### src/pcw_pkg.sv
// shared constants, types and functions of the predicate compare and write unit
// Operation
// - all compare kinds write two targets from one outcome; approximations write one
// - integer compare of two sources, ten relations, in 64-bit and 32-bit forms
// - the 32-bit integer compare uses only the low 32 bits of each source
// - bit test outcome is one source bit chosen by an immediate position
// - token test outcome is the deferred token bit of the named register
// - float compare evaluates one of eight relations over two float registers
// - classify outcome is whether the value class matches any selected class
// - approximations set their one target when valid under a true qualifier and no token, otherwise clear it
// - normal type writes outcome to first target, complement to second
// - unconditional type with false qualifier writes zero to both targets
// - a false qualifier otherwise leaves every guard bit untouched, except an approximation's target, which is cleared
// - a guard bit of zero means false and one means true
// - DeMorgan type is OR behaviour on one target, AND on the complement for the other
// - several same-kind parallel compares may hit one target in one cycle
// - outside the token test, a source deferred token makes both targets zero or unchanged, by type
// - classify takes the same token handling when the token class is untested
// - broadside transfers map guard bit N to general register bit N
// - masked load writes bits 1 to 15 singly, 16 to 63 together, when mask set
// - guard bit zero always reads one and no write changes it
// - rotating load sign-extends a 28-bit immediate into bits 16 to 63
// - read-out copies the whole guard file into a general register at once
// - broadside transfers ignore the rotation base, as if it were zero
package pcw_pkg;

  // ==========================================================
  // sizes and positions
  localparam int unsigned NSLOT        = 2;
  localparam int unsigned NPRED        = 64;
  localparam int unsigned IDXW         = 6;
  localparam int unsigned ROT_FIRST    = 16;
  localparam int unsigned ROT_COUNT    = 48;
  localparam int unsigned ROT_IMM_W    = 28;
  localparam int unsigned STATIC_LAST  = 15;
  localparam int unsigned MASK_W       = 17;
  localparam int unsigned MASK_ROT_BIT = 16;
  localparam int unsigned CLASS_W      = 9;
  localparam int unsigned FLOAT_DEFERRED_TOKEN_CLASS = 8;
  localparam int unsigned NARROW_W     = 32;

  // ==========================================================
  // reset values
  localparam logic [63:0] GUARD_RST    = 64'h0000_0000_0000_0001;
  localparam logic [63:0] READOUT_RST  = 64'h0000_0000_0000_0000;

  // ==========================================================
  // encodings
  typedef enum logic [2:0] {
    OP_ICMP64 = 3'h0, OP_ICMP32 = 3'h1, OP_TBIT = 3'h2, OP_TNAT = 3'h3,
    OP_FCMP = 3'h4, OP_FCLASS = 3'h5, OP_APPROX = 3'h6
  } pcw_op_t;

  typedef enum logic [2:0] {
    CT_NORMAL = 3'h0, CT_UNC = 3'h1, CT_AND = 3'h2, CT_OR = 3'h3, CT_DEMORGAN = 3'h4
  } pcw_ctype_t;

  typedef enum logic [3:0] {
    IR_EQ = 4'h0, IR_NE = 4'h1, IR_LT = 4'h2, IR_LE = 4'h3, IR_GT = 4'h4,
    IR_GE = 4'h5, IR_LTU = 4'h6, IR_LEU = 4'h7, IR_GTU = 4'h8, IR_GEU = 4'h9
  } pcw_irel_t;

  typedef enum logic [2:0] {
    FR_EQ = 3'h0, FR_LT = 3'h1, FR_LE = 3'h2, FR_UNORD = 3'h3,
    FR_NEQ = 3'h4, FR_NLT = 3'h5, FR_NLE = 3'h6, FR_ORD = 3'h7
  } pcw_frel_t;

  typedef enum logic [1:0] {
    XF_NONE = 2'h0, XF_MASKED = 2'h1, XF_ROT_IMM = 2'h2, XF_READ_OUT = 2'h3
  } pcw_xfer_t;

  // ==========================================================
  // integer relation over full or low-half operands
  function automatic logic int_rel(input pcw_irel_t rel, input logic [63:0] a,
                                   input logic [63:0] b, input logic narrow);
    logic [63:0] ua;
    logic [63:0] ub;
    logic        sa;
    logic        sb;
    logic        eq;
    logic        ltu;
    logic        lts;
    logic        res;
    ua  = narrow ? {32'h0000_0000, a[31:0]} : a;
    ub  = narrow ? {32'h0000_0000, b[31:0]} : b;
    sa  = narrow ? a[31] : a[63];
    sb  = narrow ? b[31] : b[63];
    eq  = (ua == ub);
    ltu = (ua < ub);
    // differing signs decide a signed order on their own
    lts = (sa != sb) ? sa : ltu;
    unique case (rel)
      IR_EQ:   res = eq;
      IR_NE:   res = !eq;
      IR_LT:   res = lts;
      IR_LE:   res = lts | eq;
      IR_GT:   res = !(lts | eq);
      IR_GE:   res = !lts;
      IR_LTU:  res = ltu;
      IR_LEU:  res = ltu | eq;
      IR_GTU:  res = !(ltu | eq);
      IR_GEU:  res = !ltu;
      default: res = 1'b0;
    endcase
    return res;
  endfunction

  // compare targets and qualifiers see the rotating bits through the base
  function automatic logic [5:0] guard_rename(input logic [5:0] idx, input logic [5:0] base);
    logic [6:0] s;
    s = 7'(idx) - 7'(ROT_FIRST) + 7'(base);
    if (idx < 6'(ROT_FIRST)) begin
      return idx;
    end
    if (s >= 7'(ROT_COUNT)) begin
      s = s - 7'(ROT_COUNT);
    end
    return 6'(s + 7'(ROT_FIRST));
  endfunction

endpackage

### src/pcw_guard_store.sv
// guard bit register file storage with set, clear and broadside load
`timescale 1ns/100ps
module pcw_guard_store (
  // clock and reset
  input  wire logic        i_sys_clk,
  input  wire logic        i_nrst,
  // update masks
  input  wire logic [63:0] i_set_mask,
  input  wire logic [63:0] i_clr_mask,
  input  wire logic [63:0] i_ld_mask,
  input  wire logic [63:0] i_ld_data,
  // stored bits
  output logic      [63:0] o_bits_q
);

  logic [63:0] bits_d;

  // ==========================================================
  // next value: clear beats set, broadside load beats both
  always_comb begin
    bits_d    = (o_bits_q | i_set_mask) & ~i_clr_mask;
    bits_d    = (bits_d & ~i_ld_mask) | (i_ld_data & i_ld_mask);
    bits_d[0] = 1'b1;
  end

  always_ff @(posedge i_sys_clk) begin
    if (!i_nrst) begin
      o_bits_q <= pcw_pkg::GUARD_RST;
    end else begin
      o_bits_q <= bits_d;
    end
  end

endmodule

### src/pcw_predicate_unit.sv
// predicate compare and write unit: compare outcomes and broadside guard transfers
`timescale 1ns/100ps
module pcw_predicate_unit (
  // clock and reset
  input  wire logic                 i_sys_clk,
  input  wire logic                 i_nrst,
  // compare slots of one instruction group
  input  wire logic                 i_cmp_vld   [pcw_pkg::NSLOT],
  input  wire pcw_pkg::pcw_op_t     i_cmp_op    [pcw_pkg::NSLOT],
  input  wire pcw_pkg::pcw_ctype_t  i_cmp_type  [pcw_pkg::NSLOT],
  input  wire pcw_pkg::pcw_irel_t   i_int_rel   [pcw_pkg::NSLOT],
  input  wire pcw_pkg::pcw_frel_t   i_fp_rel    [pcw_pkg::NSLOT],
  input  wire logic [63:0]          i_src_a     [pcw_pkg::NSLOT],
  input  wire logic [63:0]          i_src_b     [pcw_pkg::NSLOT],
  input  wire logic                 i_nat_a     [pcw_pkg::NSLOT],
  input  wire logic                 i_nat_b     [pcw_pkg::NSLOT],
  input  wire logic [5:0]           i_bit_pos   [pcw_pkg::NSLOT],
  input  wire logic                 i_fp_lt     [pcw_pkg::NSLOT],
  input  wire logic                 i_fp_eq     [pcw_pkg::NSLOT],
  input  wire logic                 i_fp_unord  [pcw_pkg::NSLOT],
  input  wire logic [8:0]           i_fp_class  [pcw_pkg::NSLOT],
  input  wire logic [8:0]           i_class_sel [pcw_pkg::NSLOT],
  input  wire logic                 i_approx_ok [pcw_pkg::NSLOT],
  input  wire logic [5:0]           i_qp_idx    [pcw_pkg::NSLOT],
  input  wire logic [5:0]           i_tgt1_idx  [pcw_pkg::NSLOT],
  input  wire logic [5:0]           i_tgt2_idx  [pcw_pkg::NSLOT],
  // rotation base
  input  wire logic [5:0]           i_rot_base,
  // broadside transfer
  input  wire pcw_pkg::pcw_xfer_t   i_xfer_op,
  input  wire logic [63:0]          i_xfer_gr,
  input  wire logic [16:0]          i_xfer_mask,
  input  wire logic [27:0]          i_rot_imm,
  // guard file and read-out
  output logic      [63:0]          o_guard_q,
  output logic      [63:0]          o_readout_q,
  output logic                      o_readout_vld_q
);

  localparam int unsigned NS = pcw_pkg::NSLOT;

  logic [5:0]  qp_phys  [NS];
  logic [5:0]  p1_phys  [NS];
  logic [5:0]  p2_phys  [NS];
  logic        qp_val   [NS];
  logic        res      [NS];
  logic        nat_hit  [NS];
  logic        w1e      [NS];
  logic        w1v      [NS];
  logic        w2e      [NS];
  logic        w2v      [NS];
  logic [63:0] set_m;
  logic [63:0] clr_m;
  logic [63:0] ld_m;
  logic [63:0] ld_d;
  logic [47:0] rot_ext;

  // ==========================================================
  // slot outcome
  always_comb begin
    for (int s = 0; s < NS; s++) begin
      qp_phys[s] = pcw_pkg::guard_rename(i_qp_idx[s], i_rot_base);
      p1_phys[s] = pcw_pkg::guard_rename(i_tgt1_idx[s], i_rot_base);
      p2_phys[s] = pcw_pkg::guard_rename(i_tgt2_idx[s], i_rot_base);
      qp_val[s]  = (o_guard_q[qp_phys[s]] == 1'b1);
      res[s]     = 1'b0;
      nat_hit[s] = 1'b0;
      unique case (i_cmp_op[s])
        pcw_pkg::OP_ICMP64: begin
          res[s]     = pcw_pkg::int_rel(i_int_rel[s], i_src_a[s], i_src_b[s], 1'b0);
          nat_hit[s] = i_nat_a[s] | i_nat_b[s];
        end
        pcw_pkg::OP_ICMP32: begin
          res[s]     = pcw_pkg::int_rel(i_int_rel[s], i_src_a[s], i_src_b[s], 1'b1);
          nat_hit[s] = i_nat_a[s] | i_nat_b[s];
        end
        pcw_pkg::OP_TBIT: begin
          res[s]     = i_src_a[s][i_bit_pos[s]];
          nat_hit[s] = i_nat_a[s];
        end
        // token bit is the outcome, no token handling
        pcw_pkg::OP_TNAT: begin
          res[s]     = i_nat_a[s];
        end
        pcw_pkg::OP_FCMP: begin
          nat_hit[s] = i_nat_a[s] | i_nat_b[s];
          unique case (i_fp_rel[s])
            pcw_pkg::FR_EQ:    res[s] = i_fp_eq[s] & ~i_fp_unord[s];
            pcw_pkg::FR_LT:    res[s] = i_fp_lt[s] & ~i_fp_unord[s];
            pcw_pkg::FR_LE:    res[s] = (i_fp_lt[s] | i_fp_eq[s]) & ~i_fp_unord[s];
            pcw_pkg::FR_UNORD: res[s] = i_fp_unord[s];
            pcw_pkg::FR_NEQ:   res[s] = ~(i_fp_eq[s] & ~i_fp_unord[s]);
            pcw_pkg::FR_NLT:   res[s] = ~(i_fp_lt[s] & ~i_fp_unord[s]);
            pcw_pkg::FR_NLE:   res[s] = ~((i_fp_lt[s] | i_fp_eq[s]) & ~i_fp_unord[s]);
            pcw_pkg::FR_ORD:   res[s] = ~i_fp_unord[s];
          endcase
        end
        pcw_pkg::OP_FCLASS: begin
          res[s]     = |(i_fp_class[s] & i_class_sel[s]);
          // token counts only when its class is not tested
          nat_hit[s] = i_nat_a[s] & ~i_class_sel[s][pcw_pkg::FLOAT_DEFERRED_TOKEN_CLASS];
        end
        pcw_pkg::OP_APPROX: begin
          res[s]     = i_approx_ok[s];
          nat_hit[s] = i_nat_a[s] | i_nat_b[s];
        end
        default: begin
          res[s]     = 1'b0;
        end
      endcase
    end
  end

  // ==========================================================
  // per target write strobes
  always_comb begin
    for (int s = 0; s < NS; s++) begin
      w1e[s] = 1'b0;
      w1v[s] = 1'b0;
      w2e[s] = 1'b0;
      w2v[s] = 1'b0;
      if (!i_cmp_vld[s]) begin
        w1e[s] = 1'b0;
      end else if (i_cmp_op[s] == pcw_pkg::OP_APPROX) begin
        w1e[s] = 1'b1;
        w1v[s] = qp_val[s] & ~nat_hit[s] & res[s];
      end else if ((i_cmp_type[s] == pcw_pkg::CT_UNC) && !qp_val[s]) begin
        w1e[s] = 1'b1;
        w2e[s] = 1'b1;
      end else if (qp_val[s] && nat_hit[s]) begin
        // both targets alike under a token
        if ((i_cmp_type[s] == pcw_pkg::CT_NORMAL) || (i_cmp_type[s] == pcw_pkg::CT_UNC) ||
            (i_cmp_type[s] == pcw_pkg::CT_AND)) begin
          w1e[s] = 1'b1;
          w2e[s] = 1'b1;
        end
      end else if (qp_val[s]) begin
        unique case (i_cmp_type[s])
          pcw_pkg::CT_NORMAL, pcw_pkg::CT_UNC: begin
            w1e[s] = 1'b1;
            w1v[s] = res[s];
            w2e[s] = 1'b1;
            w2v[s] = ~res[s];
          end
          pcw_pkg::CT_AND: begin
            w1e[s] = ~res[s];
            w2e[s] = ~res[s];
          end
          pcw_pkg::CT_OR: begin
            w1e[s] = res[s];
            w1v[s] = 1'b1;
            w2e[s] = res[s];
            w2v[s] = 1'b1;
          end
          // OR on the first, AND on the complement for the second
          pcw_pkg::CT_DEMORGAN: begin
            w1e[s] = res[s];
            w1v[s] = 1'b1;
            w2e[s] = res[s];
          end
          default: begin
            w1e[s] = 1'b0;
          end
        endcase
      end
      // false qualifier falls through with no strobe
    end
  end

  // ==========================================================
  // merge of all slots; same-kind writes to one bit simply or together
  always_comb begin
    set_m = '0;
    clr_m = '0;
    // parallel writes resolve in the same cycle
    for (int s = 0; s < NS; s++) begin
      if (w1e[s]) begin
        if (w1v[s]) set_m[p1_phys[s]] = 1'b1;
        else clr_m[p1_phys[s]] = 1'b1;
      end
      if (w2e[s]) begin
        if (w2v[s]) set_m[p2_phys[s]] = 1'b1;
        else clr_m[p2_phys[s]] = 1'b1;
      end
    end
  end

  // ==========================================================
  // broadside loads, physical indices only
  assign rot_ext = {{20{i_rot_imm[27]}}, i_rot_imm};

  always_comb begin
    ld_m = '0;
    ld_d = '0;
    unique case (i_xfer_op)
      pcw_pkg::XF_MASKED: begin
        ld_d = i_xfer_gr;
        // fifteen single bits and one group bit
        for (int i = 1; i <= pcw_pkg::STATIC_LAST; i++) begin
          ld_m[i] = i_xfer_mask[i];
        end
        ld_m[63:16] = {48{i_xfer_mask[pcw_pkg::MASK_ROT_BIT]}};
      end
      pcw_pkg::XF_ROT_IMM: begin
        // sign-extended immediate over the rotating bits
        ld_m[63:16] = {48{1'b1}};
        ld_d[63:16] = rot_ext;
      end
      pcw_pkg::XF_NONE, pcw_pkg::XF_READ_OUT: begin
        ld_m = '0;
      end
    endcase
  end

  pcw_guard_store u_store (
    .i_sys_clk  (i_sys_clk),
    .i_nrst     (i_nrst),
    .i_set_mask (set_m),
    .i_clr_mask (clr_m),
    .i_ld_mask  (ld_m),
    .i_ld_data  (ld_d),
    .o_bits_q   (o_guard_q)
  );

  // ==========================================================
  // read-out shows the file as it stood before this cycle's writes
  always_ff @(posedge i_sys_clk) begin
    if (!i_nrst) begin
      o_readout_q     <= pcw_pkg::READOUT_RST;
      o_readout_vld_q <= 1'b0;
    end else begin
      o_readout_vld_q <= (i_xfer_op == pcw_pkg::XF_READ_OUT);
      if (i_xfer_op == pcw_pkg::XF_READ_OUT) begin
        o_readout_q <= o_guard_q;
      end
    end
  end

  // ==========================================================
  // checking helpers and assertions
  logic [63:0] guard_prev_q;
  logic [5:0]  chk_p1_q;
  logic [5:0]  chk_p2_q;
  logic        chk_r_q;
  logic        chk_any_r_q;
  logic        chk_ok_q;
  logic        no_ld;
  logic        quiet;
  logic        solo0;

  assign no_ld = (i_xfer_op == pcw_pkg::XF_NONE) || (i_xfer_op == pcw_pkg::XF_READ_OUT);
  assign solo0 = i_cmp_vld[0] && !i_cmp_vld[1] && no_ld && (p1_phys[0] != 6'h00) &&
                 (p2_phys[0] != 6'h00) && (p1_phys[0] != p2_phys[0]);
  assign quiet = no_ld &&
                 (!i_cmp_vld[0] || (!qp_val[0] && (i_cmp_type[0] != pcw_pkg::CT_UNC) &&
                  (i_cmp_op[0] != pcw_pkg::OP_APPROX))) &&
                 (!i_cmp_vld[1] || (!qp_val[1] && (i_cmp_type[1] != pcw_pkg::CT_UNC) &&
                  (i_cmp_op[1] != pcw_pkg::OP_APPROX)));

  always_ff @(posedge i_sys_clk) begin
    if (!i_nrst) begin
      guard_prev_q <= pcw_pkg::GUARD_RST;
      chk_p1_q     <= 6'h00;
      chk_p2_q     <= 6'h00;
      chk_r_q      <= 1'b0;
      chk_any_r_q  <= 1'b0;
      chk_ok_q     <= 1'b0;
    end else begin
      guard_prev_q <= o_guard_q;
      chk_p1_q     <= p1_phys[0];
      chk_p2_q     <= p2_phys[0];
      chk_r_q      <= res[0];
      chk_any_r_q  <= res[0] | res[1];
      chk_ok_q     <= qp_val[0] & res[0] & ~nat_hit[0];
    end
  end

  a_guard_zero_one: assert property (@(posedge i_sys_clk) disable iff (!i_nrst)
    ##1 o_guard_q[0] == 1'b1) else $error("guard bit zero not one");

  a_readout_copy: assert property (@(posedge i_sys_clk) disable iff (!i_nrst)
    i_xfer_op == pcw_pkg::XF_READ_OUT |=> o_readout_vld_q && o_readout_q == $past(o_guard_q))
    else $error("read-out does not match file");

  a_rot_sign_fill: assert property (@(posedge i_sys_clk) disable iff (!i_nrst)
    i_xfer_op == pcw_pkg::XF_ROT_IMM |=> o_guard_q[63:16] == $past(rot_ext) &&
    (&o_guard_q[63:43] || !(|o_guard_q[63:43]))) else $error("rotating load wrong");

  a_masked_group_hold: assert property (@(posedge i_sys_clk) disable iff (!i_nrst)
    i_xfer_op == pcw_pkg::XF_MASKED && !i_xfer_mask[16] && set_m == '0 && clr_m == '0
    |=> o_guard_q[63:16] == guard_prev_q[63:16] && o_guard_q[15:1] ==
    ((guard_prev_q[15:1] & ~$past(i_xfer_mask[15:1])) | ($past(i_xfer_gr[15:1]) &
    $past(i_xfer_mask[15:1])))) else $error("masked load wrong");

  a_qp_false_hold: assert property (@(posedge i_sys_clk) disable iff (!i_nrst)
    quiet |=> o_guard_q == $past(o_guard_q)) else $error("false qualifier changed file");

  a_normal_pair: assert property (@(posedge i_sys_clk) disable iff (!i_nrst)
    solo0 && i_cmp_type[0] == pcw_pkg::CT_NORMAL && qp_val[0] && !nat_hit[0] &&
    i_cmp_op[0] != pcw_pkg::OP_APPROX
    |=> o_guard_q[chk_p1_q] == chk_r_q && o_guard_q[chk_p2_q] == !chk_r_q)
    else $error("normal compare pair wrong");

  a_unc_clear: assert property (@(posedge i_sys_clk) disable iff (!i_nrst)
    solo0 && i_cmp_type[0] == pcw_pkg::CT_UNC && !qp_val[0] &&
    i_cmp_op[0] != pcw_pkg::OP_APPROX
    |=> !o_guard_q[chk_p1_q] && !o_guard_q[chk_p2_q]) else $error("unconditional not cleared");

  a_nat_and_zero: assert property (@(posedge i_sys_clk) disable iff (!i_nrst)
    solo0 && i_cmp_type[0] == pcw_pkg::CT_AND && qp_val[0] && nat_hit[0] &&
    i_cmp_op[0] != pcw_pkg::OP_APPROX
    |=> !o_guard_q[chk_p1_q] && !o_guard_q[chk_p2_q]) else $error("token did not clear");

  a_or_parallel: assert property (@(posedge i_sys_clk) disable iff (!i_nrst)
    i_cmp_vld[0] && i_cmp_vld[1] && no_ld && qp_val[0] && qp_val[1] &&
    i_cmp_type[0] == pcw_pkg::CT_OR && i_cmp_type[1] == pcw_pkg::CT_OR &&
    !nat_hit[0] && !nat_hit[1] && p1_phys[0] == p1_phys[1] && p1_phys[0] != 6'h00 &&
    i_cmp_op[0] != pcw_pkg::OP_APPROX && i_cmp_op[1] != pcw_pkg::OP_APPROX
    |=> o_guard_q[chk_p1_q] == (chk_any_r_q | guard_prev_q[chk_p1_q]))
    else $error("parallel or wrong");

  a_approx_single: assert property (@(posedge i_sys_clk) disable iff (!i_nrst)
    solo0 && i_cmp_op[0] == pcw_pkg::OP_APPROX
    |=> o_guard_q[chk_p1_q] == chk_ok_q && o_guard_q[chk_p2_q] == guard_prev_q[chk_p2_q])
    else $error("approximation target wrong");

  a_int32_upper: assert property (@(posedge i_sys_clk) disable iff (!i_nrst)
    i_cmp_op[0] == pcw_pkg::OP_ICMP32 |-> res[0] == pcw_pkg::int_rel(i_int_rel[0],
    {~i_src_a[0][63:32], i_src_a[0][31:0]}, {i_src_b[0][63:32], i_src_b[0][31:0]}, 1'b1))
    else $error("narrow compare saw upper half");

endmodule

### config.mk
export PLATFORM = sky130hd
export DESIGN_NAME = pcw_predicate_unit
export DESIGN_NICKNAME = d
export VERILOG_FILES = /design/src/pcw_pkg.sv /design/src/pcw_guard_store.sv /design/src/pcw_predicate_unit.sv
export SDC_FILE = /design/constraint.sdc
export NUM_CORES = 1
export LEC_CHECK = 0
export ABC_AREA = 1
export BUFFER_PORTS_ARGS = -buffer_cell sky130_fd_sc_hd__buf_4
export CAP_MARGIN = 25
export CORE_AREA = 2 2 247 249
export DETAILED_ROUTE_END_ITERATION = 7
export DIE_AREA = 0 0 249 251
export PLACE_DENSITY_LB_ADDON = 0.3
export SETUP_SLACK_MARGIN = 0.2
export SLEW_MARGIN = 10
export SYNTH_ARGS = -nofsm -noshare
export SYNTH_HDL_FRONTEND = slang
export SYNTH_SLANG_ARGS = --single-unit
### constraint.sdc
create_clock -name i_sys_clk -period 3.8 [get_ports i_sys_clk]
set_input_delay 0.19 -clock i_sys_clk [delete_from_list [all_inputs] [get_ports i_sys_clk]]
set_output_delay 0.19 -clock i_sys_clk [all_outputs]
set_load 0.01 [all_outputs]
==> flow_summary.ini <==
[placement]
placedCellCount = 5684
post-place-ws_ps = -534
routabilityCongestion = 1.08
hpwl_mm = 99.5
port_buffers = 624

[worst_hold_path]
hp-start = i_xfer_mask[7]
hold_depth = 3
worstHoldEndpoint = u_store.o_bits_q[7]$_SDFF_PN0_
hold_class = primary input to flip-flop

[drt]
drt-initial-drc-count = 4464
dr.pass1.iters = 7
vias_per_cell = 5.61
vias = 32400
ant_nets = 0
routed_wl_mm = 127
wl_per_cell_um = 22.0
drc = 0

[worst_setup_path]
worstSetupEndpointType = flip-flop
critical_path_class = primary input to flip-flop
rr_worst_depth = 21
reg2reg_slack_ps = 360
worstPathMaxFanout = 6
reg2reg_to = u_store.o_bits_q[32]$_SDFF_PN0_
critPathArrivalTime_ps = 4280
crit_required_ps = 4180
rr_startpoint = u_store.o_bits_q[43]$_SDFF_PN0_
cpPeakStageDelay_ps = 360
cp_slowest_cell = fa_2
cp-start-kind = primary input

[final_layout]
fin_nets = 5694
drive_above_1_share_pct = 26.1
instances_no_fill = 5781
areaGrowthSynthToFinish_pct = 47.3

[die]
fp.dieArea_um2 = 62500
io_pins = 628
die_y_um = 251
rows = 90
coreArea_um2 = 59800
fp.dieW_um = 249
initial_utilization_pct = 37.0

[synth]
synth_common_cells = nand2_1 (893), nor2_1 (888), inv_1 (521)
synth.avg_cell_area_um2 = 5.37
synth_top_area_share_pct = 15.2
ys_seq_area_share_pct = 11.6
synth_nets = 4827
synthArstFlopShare_pct = 0
yosysMostFrequentCell = nand2_1
syn_area_um2 = 22100
synth_edf_count = 0
synth_top_area_cell = nand2_1
synthFlopType = dfxtp_1
ys_top_cells_by_area = nand2_1 (15%), nor2_1 (15%), dfxtp_1 (12%), ha_1 (12%), inv_1 (8.8%)
ys_ff_latch = 128
synth_cell_types = 59
ys_warn_count = 0
synth_cells = 4118

[timing]
worst_pin_slew_ps = 1040
max_freq_mhz = 257
slew_viol_final = 0
rsz0062_at_grt = true
setup_viol = 22
finalCritPeriodShare_pct = 103
relSlewSlack_pct = 30.5
setup_ws_ps = -97.7
final.min_clock_period_ps = 3900
hold_viol_final = 0
fin_skew_ps = 20.0

[clock_network]
clk_path_buf_depth = 2
htreeDepth = 4
cts_tree = built
cts_buffers = 17
clk_latency_ps = 460
clockRootBuffer = clkbuf_16
clk_pin_slew_ps = 70
cts_sinks = 128

[outcome]
violations = negative setup slack
status = finished, violations left

[pwr]
power_frac_seq_pct = 14.8
power_frac_comb_pct = 69.8
leakagePower_nw = 15.8
ir_drop_v = 0.000277
powerDensity_nw_per_um2 = 308
clockPowerShare_pct = 15.4
netSwitchingFraction_pct = 48.6
internal_power_w = 0.00516
p_sw_w = 0.00488

[run]
max-cap-violations = 0

[grt]
overflow = 0
grt_max_degree = 85
grt_usage_pct = 38.8
grt_pass1_wl_mm = 185
antenna_found_initial = 5
grt_pass1_vias = 30000
[what timing repair did]
item / CTS / global route
pin swaps: 73 / 55
gates cloned: 9 / 12
hold buffers: 4 / 0
hold endpoints to repair: 4 / 0
gates resized for setup: 86 / 138
buffers inserted: 28 / 11
endpoints found under the setup margin: 63 / 63
[power by group through the flow]
stage	combinational [W]	clock, W	sequential [W]
floorplan	0.00274	0	0.00151
global placement	0.00570	0	0.00151
detailed placement	0.00574	0	0.00151
CTS	0.00631	0.00155	0.00148
global route	0.00732	0.00161	0.00149
finish	0.00701	0.00155	0.00149
[worst max-delay path, delay by kind of cell]
kind / cells / cell delay (ps)
xor gates and xnor gates: 1 / 100
buffers and inverters: 11 / 1350
AOI/OAI and AO/OA: 4 / 460
and+or+nand+nor: 14 / 1400
adders and majority gates: 3 / 770
[cells in the final DEF, fill, tap and decap left out, types with 18 or more instances in the layout]
| cell | n |
|---|---|
| inv_1 | 513 |
| nor3_1 | 51 |
| nand2_2 | 28 |
| o221ai_1 | 24 |
| ha_1 | 190 |
| o21ai_0 | 202 |
| nor2_2 | 51 |
| o211ai_1 | 68 |
| nand2_1 | 867 |
| buf_4 | 940 |
| a21oi_2 | 28 |
| a22o_1 | 18 |
| a21oi_1 | 213 |
| buf_6 | 20 |
| nand3_1 | 368 |
| nor2_1 | 829 |
| dfxtp_1 | 128 |
| nand4_1 | 123 |
| clkbuf_16 | 28 |
| buf_12 | 59 |
[routing by layer]
metal | share of wire, % | GRT usage (%) | up-vias
met3 | 13 | 11.4 | 505
li1 | - | - | 15200
met2 | 40 | 57.5 | 2140
met5 | 0.018 | 0 | -
met4 | 6.7 | 21.4 | 4
met1 | 40 | 50.3 | 14600
[sequential cells by signal (all words and copies together) (netlist names)]
register and flops:
o_readout_q 64, u_store.o_bits_q 63, o_readout_vld_q 1
[metrics by stage]
| stage | setup TNS [ps] | power, W | utilization, % | area (µm²) | hold WS [ps] |
|---|---|---|---|---|---|
| finish | -846 | 0.0100 | 54.5 | 32600 | 22.4 |
| global route | -15350 | 0.0104 | 54.5 | 32600 | 27.1 |
| CTS | 0 | 0.00934 | 52.9 | 31700 | 0.664 |
| detailed placement | -27380 | 0.00725 | 50.5 | 30200 | 458 |
| global placement | -23090 | 0.00721 | 50.5 | 30200 | 435 |
| floorplan | 0 | 0.00425 | - | 22200 | 337 |
[layout make-up]
cell class / instances / area [µm²]
Fill cell: 6269 / 27200
Clock inverter: 12 / 90.1
Inverter: 538 / 2040
Antenna cell: 3 / 7.51
Clock buffer: 18 / 439
Tap cell: 782 / 978
Sequential cell: 128 / 2560
Multi-Input combinational cell: 3252 / 17300
Timing Repair Buffer: 1048 / 9130
[logic make-up after synthesis]
logic type,count (synthesis),synth area share (%)
AO/OA/AOI/OAI,615,16.0
XOR/XNOR,19,0.786
adder cells (fa/ha/maj),210,12.1
buffers and inverters,739,13.5
flip-flops,128,11.6
other,1,0.0170
AND/OR/NAND/NOR,2406,46.0
[how the worst max path moves through the flow]
stage                  start                               to
4_1_cts        i_rot_base[1]  u_store.o_bits_q[61]$_SDFF_PN0_
6_report         i_qp_idx[1]  u_store.o_bits_q[32]$_SDFF_PN0_
3_3_place_gp   i_rot_base[1]  u_store.o_bits_q[20]$_SDFF_PN0_
2_1_floorplan  i_rot_base[1]  u_store.o_bits_q[60]$_SDFF_PN0_
3_5_place_dp   i_rot_base[1]  u_store.o_bits_q[20]$_SDFF_PN0_
5_1_grt        i_rot_base[4]  u_store.o_bits_q[61]$_SDFF_PN0_
(Power assumes the default switching activity.)
